### src/verilog/cbu_pkg.sv
/*
 * cbu_pkg: constants and types shared by the conditional branch unit.
 * assumes instruction words use big-endian bit numbering (bit 0 is the msb).
 */
package cbu_pkg;

	localparam int CBU_W = 32;
	// field positions, counted from the msb as the instruction set numbers them
	localparam int OPC_HI = 0;
	localparam int OPC_LO = 5;
	localparam int DLY_BIT = 6;
	localparam int COND_HI = 7;
	localparam int COND_LO = 10;
	localparam int CMP_REG_HI = 11;
	localparam int CMP_REG_LO = 15;
	localparam int OFS_REG_HI = 16;
	localparam int OFS_REG_LO = 20;
	localparam int IMM_HI = 16;
	localparam int IMM_LO = 31;

	localparam logic [5:0] OPC_REG = 6'h27;
	localparam logic [5:0] OPC_IMM = 6'h2f;
	localparam logic [3:0] COND_GT = 4'h4;
	localparam logic [3:0] COND_LE = 4'h3;
	localparam logic [3:0] COND_LT = 4'h2;
	localparam logic [31:0] PC_STEP = 32'h0000_0004;
	localparam logic [31:0] PC_RESET = 32'h0000_0000;

	// total cycles per outcome
	localparam int LAT_NOT_TAKEN = 1;
	localparam int LAT_TAKEN_DLY = 2;
	localparam int LAT_TAKEN_NODLY = 3;
	localparam int LAT_MISP_AREA0 = 3;
	localparam int LAT_MISP_AREA2 = 8;
	localparam logic [3:0] STALL_RESET = 4'h0;

	typedef enum logic [1:0] {
		CBU_CMP_GT,
		CBU_CMP_LE,
		CBU_CMP_LT,
		CBU_CMP_NONE
	} cbu_cmp_t;

endpackage

### src/verilog/cbu_dec_if.sv
/*
 * cbu_dec_if: decoded branch fields passed from decoder to the branch unit.
 * assumes one decoder and one consumer in the same clock domain.
 */
`timescale 1ns/10ps
interface cbu_dec_if;
	import cbu_pkg::*;
	logic is_branch;
	logic is_imm;
	logic delay;
	cbu_cmp_t cmp;
	logic [4:0] cmp_idx;
	logic [4:0] ofs_idx;
	logic [15:0] imm16;
	modport dec (output is_branch, output is_imm, output delay, output cmp, output cmp_idx, output ofs_idx,
		output imm16);
	modport use_side (input is_branch, input is_imm, input delay, input cmp, input cmp_idx, input ofs_idx,
		input imm16);
endinterface

### src/verilog/cbu_decoder.sv
/*
 * cbu_decoder: combinational field decode of one instruction word.
 * assumes the word is stable while instr_valid is high.
 */
`timescale 1ns/10ps
module cbu_decoder
	import cbu_pkg::*;
(
	// instruction
	input wire logic [31:0] instr,
	input wire logic instr_valid,
	// decoded fields
	cbu_dec_if.dec dec
);

	// ----------------------------------------
	// field decode
	// ----------------------------------------
	// msb-first numbering: field bit n is word bit 31-n
	function automatic logic [31:0] fld(input logic [31:0] w, input int hi, input int lo);
		fld = (w >> (31 - lo)) & ((32'h0000_0001 << (lo - hi + 1)) - 32'h0000_0001);
	endfunction

	logic [31:0] opc;
	logic [31:0] cnd;
	logic [31:0] tail;
	logic zero_tail;
	always_comb begin
		opc = fld(instr, OPC_HI, OPC_LO);
		cnd = fld(instr, COND_HI, COND_LO);
		tail = fld(instr, 21, 31);
		zero_tail = (tail == 32'h0000_0000);
	end

	always_comb begin
		dec.is_imm = (opc[5:0] == OPC_IMM);
		dec.delay = instr[31 - DLY_BIT];
		dec.cmp_idx = 5'(fld(instr, CMP_REG_HI, CMP_REG_LO));
		dec.ofs_idx = 5'(fld(instr, OFS_REG_HI, OFS_REG_LO));
		dec.imm16 = 16'(fld(instr, IMM_HI, IMM_LO));
		case (cnd[3:0])
			COND_GT: dec.cmp = CBU_CMP_GT;
			COND_LE: dec.cmp = CBU_CMP_LE;
			COND_LT: dec.cmp = CBU_CMP_LT;
			default: dec.cmp = CBU_CMP_NONE;
		endcase
		// less-than immediate and greater-than register are outside this unit; register form needs a zero tail
		dec.is_branch = instr_valid && (dec.cmp != CBU_CMP_NONE) &&
			((opc[5:0] == OPC_REG && zero_tail && dec.cmp != CBU_CMP_GT) ||
			(opc[5:0] == OPC_IMM && dec.cmp != CBU_CMP_LT));
	end

endmodule

### src/verilog/cbu_branch_unit.sv
/*
 * cbu_branch_unit: executes the greater-than, less-or-equal and less-than
 * conditional branches: condition test, target, delay slot and stall timing.
 * assumes register-read supplies both operand values in the issue cycle,
 * the predictor supplies a prediction, and the issuer holds off while busy.
 */
`timescale 1ns/10ps
module cbu_branch_unit
	import cbu_pkg::*;
#(
	parameter int AREA_OPTIMIZATION_LEVEL = 0
) (
	// clock and reset
	input wire logic clk_sys,
	input wire logic arst_n,
	// issue from decode
	input wire logic issue_valid,
	input wire logic [31:0] instr,
	input wire logic [31:0] pc,
	// register read
	output logic [4:0] compare_operand_reg,
	output logic [4:0] offset_operand_reg,
	input wire logic [31:0] compare_operand_val,
	input wire logic [31:0] offset_operand_val,
	// immediate prefix
	input wire logic prefix_valid,
	input wire logic [15:0] prefix_high,
	// prediction
	input wire logic pred_valid,
	input wire logic pred_taken,
	// event requests
	input wire logic irq_req,
	input wire logic brk_req,
	// results
	output logic branch_done,
	output logic branch_taken,
	output logic [31:0] next_pc_out,
	output logic squash_next,
	output logic mispredict,
	output logic busy,
	output logic in_slot,
	output logic irq_take,
	output logic brk_take
);

	cbu_dec_if dec_bus ();

	cbu_decoder u_dec (
		.instr(instr),
		.instr_valid(issue_valid),
		.dec(dec_bus.dec)
	);

	// ----------------------------------------
	// condition test
	// ----------------------------------------
	// the compare operand is always read as a signed value against zero
	function automatic logic cond_hold(input cbu_cmp_t c, input logic signed [31:0] v);
		case (c)
			CBU_CMP_GT: cond_hold = (v > 0);
			CBU_CMP_LE: cond_hold = (v <= 0);
			CBU_CMP_LT: cond_hold = (v < 0);
			default: cond_hold = 1'b0;
		endcase
	endfunction

	logic signed [31:0] opnd;
	logic cond_ok;
	logic go;
	logic misp;

	always_comb begin
		opnd = signed'(compare_operand_val);
		cond_ok = cond_hold(dec_bus.cmp, opnd);
		// only this group's encodings, and never while an earlier branch still stalls
		go = issue_valid && dec_bus.is_branch && !busy;
		// a prediction only exists for the immediate forms
		misp = dec_bus.is_imm && pred_valid && (pred_taken != cond_ok);
	end

	// ----------------------------------------
	// immediate operand and target
	// ----------------------------------------
	logic [31:0] imm_ext;
	logic [31:0] target;

	always_comb begin
		// a directly preceding prefix supplies the upper half instead of sign bits
		if (prefix_valid) begin
			imm_ext = {prefix_high, dec_bus.imm16};
		end else begin
			imm_ext = {{16{dec_bus.imm16[15]}}, dec_bus.imm16};
		end
		if (!cond_ok) begin
			target = pc + PC_STEP;
		end else if (dec_bus.is_imm) begin
			target = pc + imm_ext;
		end else begin
			target = pc + offset_operand_val;
		end
	end

	// ----------------------------------------
	// latency selection
	// ----------------------------------------
	int lat;

	always_comb begin
		if (dec_bus.is_imm && pred_valid) begin
			// a correct guess costs a single cycle whichever way it went
			if (!misp) begin
				lat = LAT_NOT_TAKEN;
			end else if (AREA_OPTIMIZATION_LEVEL == 2) begin
				// the area-lean build pays for its savings on every wrong guess
				lat = LAT_MISP_AREA2;
			end else begin
				lat = LAT_MISP_AREA0;
			end
		end else if (!cond_ok) begin
			lat = LAT_NOT_TAKEN;
		end else if (dec_bus.delay) begin
			lat = LAT_TAKEN_DLY;
		end else begin
			lat = LAT_TAKEN_NODLY;
		end
	end

	assign compare_operand_reg = dec_bus.cmp_idx;
	assign offset_operand_reg = dec_bus.ofs_idx;

	// ----------------------------------------
	// result registers
	// ----------------------------------------
	always_ff @(posedge clk_sys or negedge arst_n) begin
		if (!arst_n) begin
			branch_done <= 1'b0;
			branch_taken <= 1'b0;
			squash_next <= 1'b0;
			mispredict <= 1'b0;
		end else begin
			branch_done <= go;
			branch_taken <= go && cond_ok;
			// without a slot the fetched follower of a taken branch never executes
			squash_next <= go && cond_ok && !dec_bus.delay;
			mispredict <= go && misp;
		end
	end

	// pc is the only architectural state a branch alters, so it holds between branches
	always_ff @(posedge clk_sys or negedge arst_n) begin
		if (!arst_n) begin
			next_pc_out <= PC_RESET;
		end else if (go) begin
			next_pc_out <= target;
		end
	end

	// ----------------------------------------
	// stall counter
	// ----------------------------------------
	logic [3:0] stall;
	always_ff @(posedge clk_sys or negedge arst_n) begin
		if (!arst_n) begin
			stall <= STALL_RESET;
		end else if (go) begin
			stall <= 4'(lat - 1);
		end else if (stall != STALL_RESET) begin
			stall <= stall - 4'h1;
		end
	end

	// ----------------------------------------
	// delay slot tracking
	// ----------------------------------------
	// slot opens after any delayed branch, taken or not, and closes when the follower issues;
	// the issuer must keep prefix, branch and break out of it
	logic slot_pend;
	always_ff @(posedge clk_sys or negedge arst_n) begin
		if (!arst_n) begin
			slot_pend <= 1'b0;
		end else if (go && dec_bus.delay) begin
			slot_pend <= 1'b1;
		end else if (slot_pend && issue_valid && !busy) begin
			slot_pend <= 1'b0;
		end
	end

	// ----------------------------------------
	// stall and slot status
	// ----------------------------------------
	assign busy = (stall != STALL_RESET);
	assign in_slot = slot_pend;

	// ----------------------------------------
	// event gating
	// ----------------------------------------
	logic evt_open;
	logic [1:0] evt_req;
	logic [1:0] evt_take;

	// hold events until branch and its slot instruction are both past
	assign evt_open = !busy && !slot_pend && !go;
	assign evt_req = {brk_req, irq_req};
	for (genvar g = 0; g < 2; g++) begin : g_evt
		assign evt_take[g] = evt_req[g] && evt_open;
	end
	assign irq_take = evt_take[0];
	assign brk_take = evt_take[1];

endmodule

### config.mk
export PLATFORM = sky130hd
export DESIGN_NAME = cbu_branch_unit
export DESIGN_NICKNAME = d
export VERILOG_FILES = /design/src/verilog/cbu_pkg.sv /design/src/verilog/cbu_dec_if.sv /design/src/verilog/cbu_decoder.sv /design/src/verilog/cbu_branch_unit.sv
export SDC_FILE = /design/constraint.sdc
export NUM_CORES = 1
export LEC_CHECK = 0
export ABC_AREA = 0
export BUFFER_PORTS_ARGS = -buffer_cell sky130_fd_sc_hd__buf_4
export CAP_MARGIN = 20
export CORE_UTILIZATION = 35
export DETAILED_ROUTE_END_ITERATION = 12
export RECOVER_POWER = 25
export SYNTH_ARGS = -nofsm -noshare
export SYNTH_HDL_FRONTEND = slang
export SYNTH_SLANG_ARGS = --single-unit
export TNS_END_PERCENT = 10
### constraint.sdc
create_clock -name clk_sys -period 7.09 [get_ports clk_sys]
set_input_delay 1.7725 -clock clk_sys [delete_from_list [all_inputs] [get_ports clk_sys]]
set_output_delay 1.7725 -clock clk_sys [all_outputs]
set_load 0.03 [all_outputs]
==> impl_metrics.toml <==
[power]
seq_power_share_pct = 29.3
vdd_drop_max_mv = 0.102
power_density_mw_per_mm2 = 136
total_power_w = 0.000894
power_frac_comb_pct = 45.0
clkPwrFrac_pct = 25.7
switchingPower_w = 0.000328
p_leak_nw = 3.07
p_int_w = 0.000565
p_sw_share_pct = 36.7

[critical_path]
slowest_stage = "and3_2"
critical_path_class = "in2reg"
path_cells = "buf_4, nor2b_1, and3_2, mux2_2, ha_1, inv_1, fa_1, nand2b_1, a21oi_1, o211ai_1, o31ai_4, a311oi_1, o21ai_0, mux2i_1, nor3_1"
cp_data_arrival_time_ns = 5.70
critPathMaxStageDelay_ns = 0.71
required_ns = 7.26
startpoint_type = "input port"
cp_max_fo = 34
endpoint_kind = "flop"

[die]
die_x_um = 121
core_sq_mm = 0.0138
die-area_sq_mm = 0.0146
rows = 43
io_pins = 202
start_util_pct = 35.8
die_y_um = 121

[cts]
path_clk_slew_ns = 0.07
cts_tree = "yes"
numCtsBuffers = 5
clockBufferDepth = 2
cts_root_buffer = "clkbuf_16"
clkSinkCount = 41
postCtsSetupBuffers = 0
clkLatencyLatePin_ns = 0.28
htreeDepth = 2
ctsHoldBuffers = 0
cts_resized = 0

[timing]
slew_violations = 42
post-route-period-util_pct = 78.0
rsz0062_at_grt = "no"
fmax_ghz = 0.181
min_period_ns = 5.53
skew_ns = 0.00687
slew_headroom_pct = -58.2
worstMarginPinSlew_ns = 2.37
setup_violations = 0
hold_viol = 0
tns_ns = 0

[logic_synthesis]
synth_area_sq_mm = 0.00495
synth-async-reset-ratio_pct = 100
synth_cell_types = 67
synth_ff_type = "dfrtp_1"
syn-instance-count = 656
ys_seq_area_share_pct = 20.7
syn_avg_cell_area_sq_um = 7.55
ys_warn_count = 0
synth-edff-count = 0
synth_nets = 847
yosys_register_bits = 41

[place]
port_buffers = 191
place_hpwl_um = 13300
place_congestion = 0.893

[layout]
diodes = 0
layout-drive-gt1-share_pct = 28.9
final_common_cell = "buf_4"
area_delta_synth_final_pct = 32.8
layout_common_cells = "buf_4 (194), nor2_1 (77), a21oi_1 (73)"
fin_nets = 1009

[grt]
grt_pass1_wl_um = 25800
antenna_found_initial = 0
grt_use_total_pct = 22.3
grt_start_max_net_pins = 43
grt_overflow = 0
grt_pass1_vias = 5137

[run_status]
violations = "max-capacitance violations, max-slew violations"
status = "complete, but fails checks"

[detailed_routing]
finalWirelength_um = 16700
ant_nets = 0
vias = 5351
drt_iter0_drc = 210
wl_per_cell_um = 16.7
drc = 0
first_pass_iters = 4
via_per_inst = 5.36

[run]
drv_cap = 1

[hold_path]
hold_path_class = "reg2reg"
==> area by class of cell <==
| class | count | area, sq um |
|---|---|---|
| tap | 180 | 225 |
| clock inverter | 3 | 17.5 |
| sequential | 41 | 1030 |
| inverter | 19 | 71.3 |
| clock buffer | 5 | 125 |
| timing repair buffer | 195 | 1460 |
| multi-input combinational | 556 | 3650 |
| fill | 1402 | 7250 |
==> through the flow <==
| stage | instance area [sq um] | worst slack (ns) | hold WS, ns | utilization [%] | cells |
|---|---|---|---|---|---|
| 6_report | 6580 | 1.56 | 0.482 | 47.6 | 999 |
| 3_3_place_gp | 6440 | 1.50 | 0.464 | 46.6 | 991 |
| 4_1_cts | 6580 | 1.58 | 0.488 | 47.6 | 999 |
| 3_5_place_dp | 6440 | 1.32 | 0.474 | 46.6 | 991 |
| 2_1_floorplan | 4950 | 1.88 | 0.546 | - | 656 |
| 5_1_grt | 6580 | 1.36 | 0.515 | 47.6 | 999 |
==> routing by layer <==
metal	vias up	GRT usage, %	part of all wire [%]	routed length [um]
met3	12	2.82	4.7	790
met5	-	0	0	0
met4	0	4.24	1.0	175
met1	2515	29.2	45	7500
li1	2685	-	-	-
met2	139	39.3	49	8260
==> registers in the layout, summed over array words and instances, names as in the netlist <==
register and count:
branch_done 1, branch_taken 1, in_slot 1, mispredict 1
next_pc_out 32, squash_next 1, stall 4
==> cell usage after synthesis (all sizes together), types with 3 or more instances <==
cell / count / area [sq um]
a21o: 14 / 105
clkbuf: 19 / 71.3
mux2: 18 / 203
a2111oi: 3 / 32.5
o21ai: 45 / 225
inv: 18 / 67.6
dfrtp: 41 / 1030
nor3b: 3 / 22.5
xnor2: 33 / 289
nor2: 77 / 289
a22oi: 3 / 22.5
and4: 5 / 46.3
nand2b: 7 / 43.8
and2: 6 / 38.8
a21oi: 74 / 374
nand3: 24 / 125
a211oi: 5 / 37.5
o21a: 3 / 22.5
or3: 5 / 31.3
a31oi: 7 / 43.8
a311oi: 3 / 26.3
ha: 38 / 475
and3: 10 / 62.6
nor2b: 7 / 43.8
buf: 21 / 133
xor2: 22 / 193
o31ai: 3 / 36.3
mux2i: 6 / 60.1
nor4: 10 / 62.6
nand2: 64 / 240
nor3: 17 / 101
nand4: 13 / 96.3
o211ai: 5 / 42.5
==> final timing paths <==
kind / start / slack [ns] / depth (start not counted) / endpoint
max reg2reg: stall[1] / 4.89 / 9 / next_pc_out[18]
max in group asynchronous: arst_n / 3.53 / 1 / next_pc_out[3]
min reg2reg: next_pc_out[4] / 0.48 / 2 / next_pc_out[4]
min in group asynchronous: arst_n / 2.20 / 1 / next_pc_out[27]
max: instr[30] / 1.56 / 15 / next_pc_out[26]
min: next_pc_out[4] / 0.48 / 2 / next_pc_out[4]
==> power by group through the flow <==
stage                     clock network [W]  logic (W)  registers [W]
after floorplan                           0   0.000252       0.000270
after global placement                    0   0.000393       0.000265
after detailed placement                  0   0.000399       0.000266
after CTS                          0.000236   0.000402       0.000261
after global routing               0.000247   0.000444       0.000263
final                              0.000230   0.000403       0.000261
==> cell families (layout without fill, tap and decap cells) <==
family                   count (synthesis)  count (layout)  share of synthesized area (%)
AND/OR/NAND/NOR                        252             252                           25.2
AO/OA/AOI/OAI                          186             186                           23.6
buffers and inverters                   59             222                           5.56
XOR/XNOR                                55              55                           9.72
flip-flops                              41              41                           20.7
adder cells (fa/ha/maj)                 39              39                           10.0
multiplexers                            24              24                           5.30
==> worst max-delay path, delay by kind of cell <==
family	cells	cell delay (ns)
AO/OA/AOI/OAI	5	1.53
adder cells (fa/ha/maj)	2	0.56
multiplexers	2	0.52
AND/OR/NAND/NOR	4	1.13
buffers and inverters	2	0.18
Note: power is estimated with default switching activity, not from simulation.
